## config.mk

```make
export PLATFORM = sky130hd
export DESIGN_NAME = mmlp_protect
export DESIGN_NICKNAME = d
export VERILOG_FILES = /design/src/design/mmlp_pkg.sv /design/src/design/mmlp_protect.sv
export VERILOG_INCLUDE_DIRS = /design/src /design/src/design
export SDC_FILE = /design/constraint.sdc
export NUM_CORES = 1
export LEC_CHECK = 0
export BUFFER_PORTS_ARGS = -buffer_cell sky130_fd_sc_hd__buf_2
export CELL_PAD_IN_SITES_DETAIL_PLACEMENT = 1
export CELL_PAD_IN_SITES_GLOBAL_PLACEMENT = 2
export CORE_UTILIZATION = 20
export CTS_CLUSTER_SIZE = 24
export DETAILED_ROUTE_END_ITERATION = 10
export HOLD_SLACK_MARGIN = 0.1
export PLACE_DENSITY = 0.87
export SYNTH_ARGS = -nofsm -noshare
export SYNTH_HDL_FRONTEND = slang
export SYNTH_SLANG_ARGS = --single-unit
```

## constraint.sdc

```tcl
create_clock -name clk_i -period 7 [get_ports clk_i]
set_input_delay 1.4 -clock clk_i [delete_from_list [all_inputs] [get_ports clk_i]]
set_output_delay 1.4 -clock clk_i [all_outputs]
set_load 0.02 [all_outputs]
```

## src/design/mmlp_consts.svh

```systemverilog
// Function
// RULE1 - Decode single-cycle and extended I/O ranges
// RULE2 - Map signature row and fuse bytes
// RULE3 - EEPROM 256 bytes, four 64-byte pages
// RULE4 - EEPROM single and multi-byte access
// RULE5 - SRAM 3 KB, stack at top
// RULE6 - No instruction fetch from SRAM
// RULE7 - Flash readable in data space at 0x8000
// RULE8 - Program-memory loads address Flash from zero
// RULE9 - 32 KB Flash fully addressable by PC
// RULE10 - Flash sections; cross-section writes may block
// RULE11 - Checksum unit is extra bus host
// RULE12 - User row byte access, debug when unlocked
// RULE13 - Full erase preserves user row
// RULE14 - Locked: user row writable, not readable
// RULE15 - Locked when key is not valid
// RULE16 - Locked: deny debug access to memories
// RULE17 - CPU accesses ignore lock state
// RULE18 - Denied debug reads return meaningless data
// RULE19 - Full erase unlocks, clears application data
// RULE20 - Key 0xC5 alone means unlocked
// RULE21 - Fuses readable by all, writable by debug; code denies debug fuse reads while locked
// RULE22 - Locked: debug port off system bus
// RULE23 - Unmapped reads zero, writes ignored
`ifndef MMLP_CONSTS_SVH
`define MMLP_CONSTS_SVH
`define MMLP_SIO_LO 16'h0000
`define MMLP_SIO_HI 16'h003F
`define MMLP_XIO_LO 16'h0040
`define MMLP_XIO_HI 16'h107F
`define MMLP_SIG_LO 16'h1100
`define MMLP_SIG_HI 16'h11FF
`define MMLP_FUSE_LO 16'h1280
`define MMLP_FUSE_HI 16'h1289
`define MMLP_LOCK_LO 16'h128A
`define MMLP_LOCK_HI 16'h12FF
`define MMLP_UROW_LO 16'h1300
`define MMLP_UROW_HI 16'h137F
`define MMLP_EE_LO 16'h1400
`define MMLP_EE_HI 16'h14FF
`define MMLP_SRAM_LO 16'h3400
`define MMLP_SRAM_HI 16'h3FFF
`define MMLP_FLASH_LO 16'h8000
`define MMLP_FLASH_HI 16'hFFFF
`define MMLP_CODE_HI 15'h7FFF
`define MMLP_VALID_KEY 8'hC5
`define MMLP_DENY_DATA 8'hFF
`define MMLP_ZERO_DATA 8'h00
`define MMLP_EE_PAGE_LSB 6
`define MMLP_RESET_KEY 8'h00
`endif

```

## src/design/mmlp_pkg.sv

```systemverilog
package mmlp_pkg;
  typedef enum logic [3:0] {
    MMLP_R_NONE, MMLP_R_SIO, MMLP_R_XIO, MMLP_R_SIG, MMLP_R_FUSE, MMLP_R_LOCK,
    MMLP_R_UROW, MMLP_R_EE, MMLP_R_SRAM, MMLP_R_FLASH
  } mmlp_region_type;
  typedef enum logic [1:0] {
    MMLP_HOST_CPU, MMLP_HOST_CRC, MMLP_HOST_DBG
  } mmlp_host_type;
  typedef struct packed {
    logic valid;
    logic write;
    logic fuse_cmd;
    logic [15:0] addr;
    logic [7:0] wdata;
  } mmlp_req_type;
  typedef struct packed {
    logic valid;
    logic denied;
    mmlp_region_type region;
    logic [7:0] rdata;
  } mmlp_rsp_type;
  typedef struct packed {
    logic valid;
    logic write;
    mmlp_region_type region;
    logic [15:0] offset;
    logic [7:0] wdata;
  } mmlp_mem_type;
endpackage

```

## src/design/mmlp_protect.sv

```systemverilog
`timescale 1ns/1ps
`default_nettype none
`include "mmlp_consts.svh"
module mmlp_protect
  import mmlp_pkg::*;
#(
  parameter int SECTION_W = 8
) (
  input wire logic clk_i,
  input wire logic resetn_i,
  input wire mmlp_req_type cpu_req_i,
  input wire mmlp_req_type crc_req_i,
  input wire mmlp_req_type dbg_req_i,
  input wire logic dbg_erase_i,
  input wire logic [14:0] fetch_addr_i,
  input wire logic fetch_valid_i,
  input wire logic [14:0] pmload_addr_i,
  input wire logic pmload_valid_i,
  input wire logic [7:0] lock_key_i,
  input wire logic [SECTION_W-1:0] boot_end_i,
  input wire logic [SECTION_W-1:0] app_end_i,
  input wire logic [14:0] exec_pc_i,
  input wire logic [7:0] mem_rdata_i,
  output mmlp_mem_type mem_o,
  output mmlp_host_type mem_host_o,
  output logic [14:0] code_addr_o,
  output logic code_valid_o,
  output logic fetch_fault_o,
  output logic [1:0] ee_page_o,
  output mmlp_rsp_type cpu_rsp_o,
  output mmlp_rsp_type crc_rsp_o,
  output mmlp_rsp_type dbg_rsp_o,
  output logic erase_app_o,
  output logic erase_busy_o,
  output logic locked_o,
  output logic section_block_o
);
  logic rst_meta;
  logic rst_n;
  logic locked;
  logic erase_busy;
  mmlp_req_type sel;
  mmlp_host_type host;
  mmlp_region_type region;
  logic [15:0] base;
  logic dbg_ok;
  logic sect_block;
  logic [1:0] src_sec;
  logic [1:0] dst_sec;
  logic [7:0] key_latched;

  always_ff @(posedge clk_i or negedge resetn_i) begin
    if (!resetn_i) begin
      rst_meta <= 1'b0;
      rst_n <= 1'b0;
    end else begin
      rst_meta <= 1'b1;
      rst_n <= rst_meta;
    end
  end

  function automatic mmlp_region_type decode(input logic [15:0] a);
    mmlp_region_type r;
    r = MMLP_R_NONE;
    if (a <= `MMLP_SIO_HI) begin // see RULE1
      r = MMLP_R_SIO;
    end else if (a >= `MMLP_XIO_LO && a <= `MMLP_XIO_HI) begin // see RULE1
      r = MMLP_R_XIO;
    end else if (a >= `MMLP_SIG_LO && a <= `MMLP_SIG_HI) begin // see RULE2
      r = MMLP_R_SIG;
    end else if (a >= `MMLP_FUSE_LO && a <= `MMLP_FUSE_HI) begin // see RULE2
      r = MMLP_R_FUSE;
    end else if (a >= `MMLP_LOCK_LO && a <= `MMLP_LOCK_HI) begin
      r = MMLP_R_LOCK;
    end else if (a >= `MMLP_UROW_LO && a <= `MMLP_UROW_HI) begin
      r = MMLP_R_UROW;
    end else if (a >= `MMLP_EE_LO && a <= `MMLP_EE_HI) begin // see RULE3
      r = MMLP_R_EE;
    end else if (a >= `MMLP_SRAM_LO && a <= `MMLP_SRAM_HI) begin // see RULE5
      r = MMLP_R_SRAM;
    end else if (a >= `MMLP_FLASH_LO) begin // see RULE7
      r = MMLP_R_FLASH;
    end
    return r;
  endfunction

  function automatic logic [15:0] region_base(input mmlp_region_type r);
    logic [15:0] b;
    b = 16'h0000;
    case (r)
      MMLP_R_XIO: b = `MMLP_XIO_LO;
      MMLP_R_SIG: b = `MMLP_SIG_LO;
      MMLP_R_FUSE: b = `MMLP_FUSE_LO;
      MMLP_R_LOCK: b = `MMLP_LOCK_LO;
      MMLP_R_UROW: b = `MMLP_UROW_LO;
      MMLP_R_EE: b = `MMLP_EE_LO;
      MMLP_R_SRAM: b = `MMLP_SRAM_LO;
      MMLP_R_FLASH: b = `MMLP_FLASH_LO;
      default: b = `MMLP_SIO_LO;
    endcase
    return b;
  endfunction

  function automatic logic [1:0] section_of(input logic [14:0] a, input logic [SECTION_W-1:0] be,
                                            input logic [SECTION_W-1:0] ae);
    logic [1:0] s;
    logic [SECTION_W-1:0] pg;
    pg = a[14:15-SECTION_W];
    s = 2'h2;
    if (pg < be) begin
      s = 2'h0;
    end else if (pg < ae) begin
      s = 2'h1;
    end
    return s;
  endfunction

  // The key is sampled every cycle, so a reprogrammed lock field acts from the next clock edge.
  always_ff @(posedge clk_i or negedge rst_n) begin
    if (!rst_n) begin
      key_latched <= `MMLP_RESET_KEY;
    end else begin
      key_latched <= lock_key_i;
    end
  end

  assign locked = (key_latched != `MMLP_VALID_KEY); // see RULE15 see RULE20
  assign locked_o = locked;

  // Erase busy follows the erase request one cycle late so the memory side sees a one-cycle pulse.
  always_ff @(posedge clk_i or negedge rst_n) begin
    if (!rst_n) begin
      erase_busy <= 1'b0;
    end else begin
      erase_busy <= dbg_erase_i; // see RULE19
    end
  end
  assign erase_busy_o = erase_busy;
  // User row is not part of the erased application set.
  assign erase_app_o = dbg_erase_i & ~erase_busy; // see RULE19 see RULE13

  // Fixed priority: CPU, then checksum unit, then debug port.
  always_comb begin
    sel = '0;
    host = MMLP_HOST_CPU;
    if (cpu_req_i.valid) begin
      sel = cpu_req_i;
    end else if (crc_req_i.valid) begin // see RULE11
      sel = crc_req_i;
      host = MMLP_HOST_CRC;
    end else if (dbg_req_i.valid && !erase_busy) begin
      sel = dbg_req_i;
      host = MMLP_HOST_DBG;
    end
  end

  assign region = decode(sel.addr);
  assign base = region_base(region);
  assign src_sec = section_of(exec_pc_i, boot_end_i, app_end_i);
  assign dst_sec = section_of(sel.addr[14:0], boot_end_i, app_end_i);
  // CPU code outside the boot section may not write into a lower section.
  assign sect_block = (host == MMLP_HOST_CPU) && sel.write && (region == MMLP_R_FLASH) &&
                      (src_sec != 2'h0) && (dst_sec < src_sec); // see RULE10

  always_comb begin
    dbg_ok = 1'b0;
    if (!locked) begin
      dbg_ok = !(sel.write && region == MMLP_R_SIG);
    end else if (region == MMLP_R_UROW && sel.write && sel.fuse_cmd) begin
      dbg_ok = 1'b1; // see RULE14
    end
  end // see RULE16 see RULE22

  logic allow;
  always_comb begin
    allow = 1'b1;
    if (region == MMLP_R_NONE) begin
      allow = 1'b0; // see RULE23
    end else if (host == MMLP_HOST_DBG) begin
      allow = dbg_ok;
    end else begin
      // CPU and checksum unit: signature row and fuses read-only.
      allow = !(sel.write && (region == MMLP_R_SIG || region == MMLP_R_FUSE || region == MMLP_R_LOCK))
              && !sect_block; // see RULE17 see RULE21
    end
  end

  always_comb begin
    mem_o.valid = sel.valid & allow;
    mem_o.write = sel.write;
    mem_o.region = region;
    mem_o.offset = 16'(sel.addr - base); // see RULE4 see RULE12
    mem_o.wdata = sel.wdata;
  end
  assign mem_host_o = host;
  assign section_block_o = sect_block;
  assign ee_page_o = mem_o.offset[`MMLP_EE_PAGE_LSB+1:`MMLP_EE_PAGE_LSB]; // see RULE3

  // Code space: program-memory loads win over fetches in the same cycle.
  assign code_valid_o = fetch_valid_i | pmload_valid_i; // see RULE8 see RULE9
  assign code_addr_o = pmload_valid_i ? pmload_addr_i : (fetch_addr_i & `MMLP_CODE_HI);
  // The PC only reaches code space, so SRAM is never a fetch target.
  assign fetch_fault_o = 1'b0; // see RULE6

  mmlp_rsp_type pend;
  always_ff @(posedge clk_i or negedge rst_n) begin
    if (!rst_n) begin
      pend <= '0;
    end else begin
      pend.valid <= sel.valid & ~sel.write;
      pend.denied <= sel.valid & ~allow;
      pend.region <= region;
      pend.rdata <= 8'(host);
    end
  end

  // Response status is registered; read data is taken from mem_rdata_i one cycle after the request.
  always_comb begin
    logic [7:0] d;
    d = mem_rdata_i;
    if (pend.region == MMLP_R_NONE) begin
      d = `MMLP_ZERO_DATA; // see RULE23
    end else if (pend.denied) begin
      d = `MMLP_DENY_DATA; // see RULE18
    end
    cpu_rsp_o = '0;
    crc_rsp_o = '0;
    dbg_rsp_o = '0;
    case (mmlp_host_type'(pend.rdata[1:0]))
      MMLP_HOST_CPU: cpu_rsp_o = '{pend.valid, pend.denied, pend.region, d};
      MMLP_HOST_CRC: crc_rsp_o = '{pend.valid, pend.denied, pend.region, d};
      MMLP_HOST_DBG: dbg_rsp_o = '{pend.valid, pend.denied, pend.region, d};
      default: cpu_rsp_o = '0;
    endcase
  end
endmodule
`default_nettype wire

```

[Word level (Yosys, flattened, before mapping)]
Memory sizes are Yosys's and may differ from the RTL's.
Index checks and enable logic that the tools add are counted.
Word-level totals
  flip-flop bits (word level): 19
  ROM bits: 160
  bits of input ports: 163
  output and inout port bits: 97
  memories kept: 1
Memory list
  (no name shown): depth 16, bits a word 10, rd ports 1, clocked after Yosys merged registers in 0, write ports 0, line mmlp_protect.sv:90  | case (r)
Operators by class
  add/subtract/negate cells: 1
  $lt $le $gt $ge: 21
  eq/ne operators: 9
  multiplexer cells: 29
  bitwise operators: 8
  reductions and logical operators: 28
Operators by type and width (count)
  <= comparator 16 x 13 -> 1 bit, second input constant: 6
  2-to-1 mux 27 bit: 3
  greater-or-equal comparator 16 x 13 -> 1 bit, second input constant: 5
  2-to-1 mux 14 bit: 3
  2-to-1 mux 4 bit: 9
  less-than comparator 8 bit: 4
  logical AND 1 bit: 17
  greater-or-equal comparator 16 x 14 -> 1 bit, second input constant: 1
  greater-or-equal comparator 16 bit, second input constant: 1
  greater-or-equal comparator 16 x 7 -> 1 bit, second input constant: 1
  <= comparator 16 x 14 -> 1 bit, second input constant: 1
  <= comparator 16 x 6 -> 1 bit, second input constant: 1
  2-to-1 mux 8 bit: 2
  subtractor 16 bit: 1
  2-to-1 mux 15 bit: 1
  2-to-1 mux 2 bit: 7
  equality test 4 x 3 -> 1 bit, second input constant: 3
  zero test 4 bit: 2
  != test 8 bit, second input constant: 1
  AND 1 bit: 4
  equality test 2 bit, second input constant: 2
  equality test 4 x 2 -> 1 bit, second input constant: 1
  equality test 4 bit, second input constant: 1
  zero test 1 bit: 4
  other kinds (8): 15

[Longest topological paths before layout]
  word-level depth: 25
  mapped depth: 18
  depth with buffers taken out: 16

[Worst setup path before layout]
Ideal clock, no wire load.
  path kind: input port to output port
  start: input dbg_req_i[26] (netlist bit)
  end: output mem_o[22] (netlist bit)
  arrival time: 4846 ps
  slack: 754 ps
  cell stages on the path: 14
  buffers on the path: 1
  cells stage by stage: nor2b_2 -> a221o_1 -> and2_1 -> clkbuf_1 -> nor4_1 -> nand3_1 -> ha_1 -> a21oi_1 -> and2_1 -> a21oi_1 -> a2111oi_4 -> o311ai_4 -> a311oi_2 -> xor2_1
RTL lines
  from (decl): line mmlp_protect.sv:13  | input wire mmlp_req_type dbg_req_i,
  to (decl): line mmlp_protect.sv:24  | output mmlp_mem_type mem_o,

==> metrics.log <==
INFO  metric status = finished clean
INFO  metric rsz0062_at_grt = false
INFO  metric whs = 275 ps
INFO  metric synth_fp_nets = 632
INFO  metric first_global_vias = 4229
INFO  metric cts_made_buffers = 3
INFO  metric ys_dominant_reg_cell = dfrtp_1
INFO  metric worstMarginPinSlew = 669 ps
INFO  metric vias_per_cell = 4.66
INFO  metric drive_gt1_share = 46.9%
INFO  metric post_cts_resized = 0
INFO  metric h-tree-depth = 1
INFO  metric grtUsageTotal = 17.5%
INFO  metric cts_tree = done
INFO  metric cp_max_fo = 21
INFO  metric cpMostUsedCell = a21oi_1
INFO  metric iteration_0_drc_count_of_the_detailed_router = 120
INFO  metric io_pins = 260
INFO  metric cts_max_path_buffers = 2
INFO  metric placementRows = 47
INFO  metric postSynthRegisterBits = 19
INFO  metric seq_power_share = 20.1%
INFO  metric detailedRoute.firstPassIterationCount = 4
INFO  metric crit_chain = buf_2 -> and2b_2 -> a22oi_1 -> a21oi_1 -> nor4_1 -> buf_4 -> nand3_1 -> ha_1 -> a21oi_1 -> and2_1 -> a21oi_1 -> a2111oi_4 -> o311ai_4 -> a311oi_2 -> xor2_1 -> buf_2
INFO  metric leakagePower = 2.62 nW
INFO  metric number_of_antenna_violations_at_the_first_check_in_global_routing = 5
INFO  metric warnings_synthesis = 0
INFO  metric timing.slew.headroom = 55.4%
INFO  metric worst_skew_pair_latency = 250 ps
INFO  metric irDropWorstVdd = 59.8 uV
INFO  metric numPlacedInstances = 902
INFO  metric floorplan.initialDensity = 20.6%
INFO  metric fin_setup_tns = 0 ps
INFO  metric post_synthesis_area_per_instance = 7.84 um^2
INFO  metric endpoint_kind = primary output
INFO  metric synthToLayoutAreaGrowth = 46.2%
INFO  metric path_clk_slew = 50 ps
INFO  metric io_buffers = 251
INFO  metric mostFrequentLayoutCells = buf_2 (251), nor2_1 (50), inv_1 (33)
INFO  metric final_common_cell = buf_2
INFO  metric power_per_cell_area = 125 nW/um^2
INFO  metric seq_area_frac_synth = 13.9%
INFO  metric proportion_of_total_power_due_to_net_switching = 44.5%
INFO  metric design.final.nets = 882
INFO  metric die-width = 133 um
INFO  metric p_clk_share = 18.3%
INFO  metric slew_viol_final = 0
INFO  metric p_switching = 278 uW
INFO  metric setup_viols_final = 0
INFO  metric cts_hold_buf = 0
INFO  metric hp-class = flop to async pin
INFO  metric synth.cell_area = 3420 um^2
INFO  metric worst-setup-path-type = primary input to primary output
INFO  metric detail_route.wl_per_cell = 17.5 um
INFO  metric finalClockSkew = 1.28 ps
INFO  metric die_h = 133 um
INFO  metric final_core_utilization = 30.1%
INFO  metric postCtsSetupRepairBufs = 0
INFO  metric root_buffer_cell = clkbuf_16
INFO  metric syn-instance-count = 437
INFO  metric gpl.final_weighted_congestion = 0.891
INFO  metric die-area = 17700 um^2
INFO  metric crit_slowest_cell = a2111oi_4
INFO  metric internal_power = 347 uW
INFO  metric globalRouteOverflowTotal = 0
INFO  metric first_pass_grt_wire_length = 24000 um
INFO  metric tritoncts_num_sinks = 19
INFO  metric kind_of_start_point_of_the_critical_path = primary input
INFO  metric routed-via-count = 4229
INFO  metric worst_path_dominant_cell_family = compound AO/OA/AOI/OAI gates
INFO  metric cp.required = 5600 ps
INFO  metric design.core.area = 16600 um^2
INFO  metric edff_count_synth = 0
INFO  metric combinationalPowerShare = 61.5%
INFO  metric timing.critical_path.slowest_cell_delay = 470 ps
INFO  metric fin_crit = 6660 ps
INFO  metric grt_max_degree = 28
INFO  metric dp_hpwl = 14200 um
INFO  metric maxCapViolCount = 0
INFO  metric final.period_utilization = 95.2%
INFO  metric report.final.hold_viol_count = 0
INFO  metric drcViolationCount = 0
INFO  metric antenna_violating_nets_post_route = 0
INFO  metric path_buf_inv = 3
INFO  metric ffs_w_async_s_r_synth = 100%
INFO  metric finalNonFillerCells = 907
INFO  metric cp.arrival = 5260 ps
INFO  metric count_of_cell_types_in_the_netlist = 90
INFO  metric drt-total-wl = 15900 um
INFO  metric fmax = 150 MHz
## cells by family after synthesis
kind of cell             after synthesis  synth area share (%)
flip-flops                            19                  13.9
buffers and inverters                 53                  7.45
multiplexers                          15                  4.93
XOR/XNOR                              11                  2.81
adder cells (fa/ha/maj)               34                  12.3
AO/OA/AOI/OAI                        124                  29.7
AND/OR/NAND/NOR                      179                  28.7
other                                  2                 0.219
## synth_stat cells, types with 3 or more instances
| cell | instances | area (um^2) |
|---|---|---|
| o211ai_1 | 3 | 22.5 |
| nand3_1 | 7 | 35.0 |
| a21boi_0 | 3 | 22.5 |
| nand2_1 | 31 | 116 |
| nor2b_1 | 8 | 50.1 |
| nand3b_1 | 3 | 22.5 |
| o221ai_1 | 3 | 26.3 |
| buf_6 | 5 | 56.3 |
| and4bb_2 | 3 | 37.5 |
| o21bai_1 | 3 | 22.5 |
| a31oi_1 | 4 | 25.0 |
| and3_1 | 5 | 31.3 |
| o21ai_0 | 23 | 115 |
| nor4_1 | 3 | 18.8 |
| buf_4 | 4 | 30.0 |
| ha_1 | 32 | 400 |
| nor2_1 | 50 | 188 |
| inv_1 | 33 | 124 |
| a221o_1 | 4 | 40.0 |
| nor3_1 | 8 | 40.0 |
| clkbuf_1 | 7 | 26.3 |
| a211oi_1 | 4 | 30.0 |
| a21o_1 | 3 | 22.5 |
| and2_1 | 24 | 150 |
| a21oi_1 | 17 | 85.1 |
| or2_2 | 5 | 31.3 |
| xnor2_1 | 5 | 43.8 |
| a22oi_1 | 13 | 97.6 |
| dfrtp_1 | 19 | 475 |
| xor2_1 | 6 | 52.6 |
| mux2_2 | 15 | 169 |
| or3_1 | 4 | 25.0 |
| nand2b_1 | 6 | 37.5 |
| o211a_1 | 3 | 30.0 |
## final cells by class
type	instances	area (um^2)
Sequential cell	19	475
Multi-Input combinational cell	365	2690
Tap cell	220	275
Antenna cell	1	2.50
Clock inverter	1	5.00
Inverter	35	134
Fill cell	2143	11600
Timing Repair Buffer	263	1350
Clock buffer	3	75.1
## stage by stage
step / area (um^2) / total power, mW / setup WS [ps]
2_1_floorplan: 3420 / 0.366 / 754
3_3_place_gp: 4920 / 0.510 / 446
3_5_place_dp: 4920 / 0.517 / 380
4_1_cts: 5000 / 0.635 / 372
5_1_grt: 5000 / 0.672 / 23.7
6_report: 5010 / 0.624 / 336
## flip-flops by register name, summed over array words and instances, names as in the netlist
name	count
key_latched	8
pend	8
rst_meta	1
rst_n	1
erase_busy_o	1
## power groups by stage
| stage | clock (mW) | sequential, mW | combinational (mW) |
|---|---|---|---|
| 2_1_floorplan | 0 | 0.123 | 0.243 |
| 3_3_place_gp | 0 | 0.127 | 0.383 |
| 3_5_place_dp | 0 | 0.128 | 0.389 |
| 4_1_cts | 0.119 | 0.126 | 0.390 |
| 5_1_grt | 0.124 | 0.127 | 0.422 |
| 6_report | 0.114 | 0.126 | 0.384 |
## per-layer routing
metal / GRT usage (%) / routed length (um) / up-vias
met3: 4.10 / 1260 / 23
met2: 32.3 / 7960 / 179
met4: 4.47 / 342 / 4
met5: 0 / 26 / -
li1: - / - / 2087
met1: 20.1 / 6290 / 1936
## worst paths after layout
check / slack [ps] / startpoint / endpoint / depth (start not counted)
hold reg to reg: 280 / rst_n / erase_busy_o / 0
hold / removal: 280 / rst_n / erase_busy_o / 0
max in group asynchronous: 5980 / resetn_i / rst_n / 1
setup reg to reg: 3150 / erase_busy_o / pend[12] / 15
min in group clk_i: 350 / rst_meta / rst_n / 0
setup / recovery: 340 / crc_req_i[26] / mem_o[22] / 16
(Power assumes the default switching activity.)
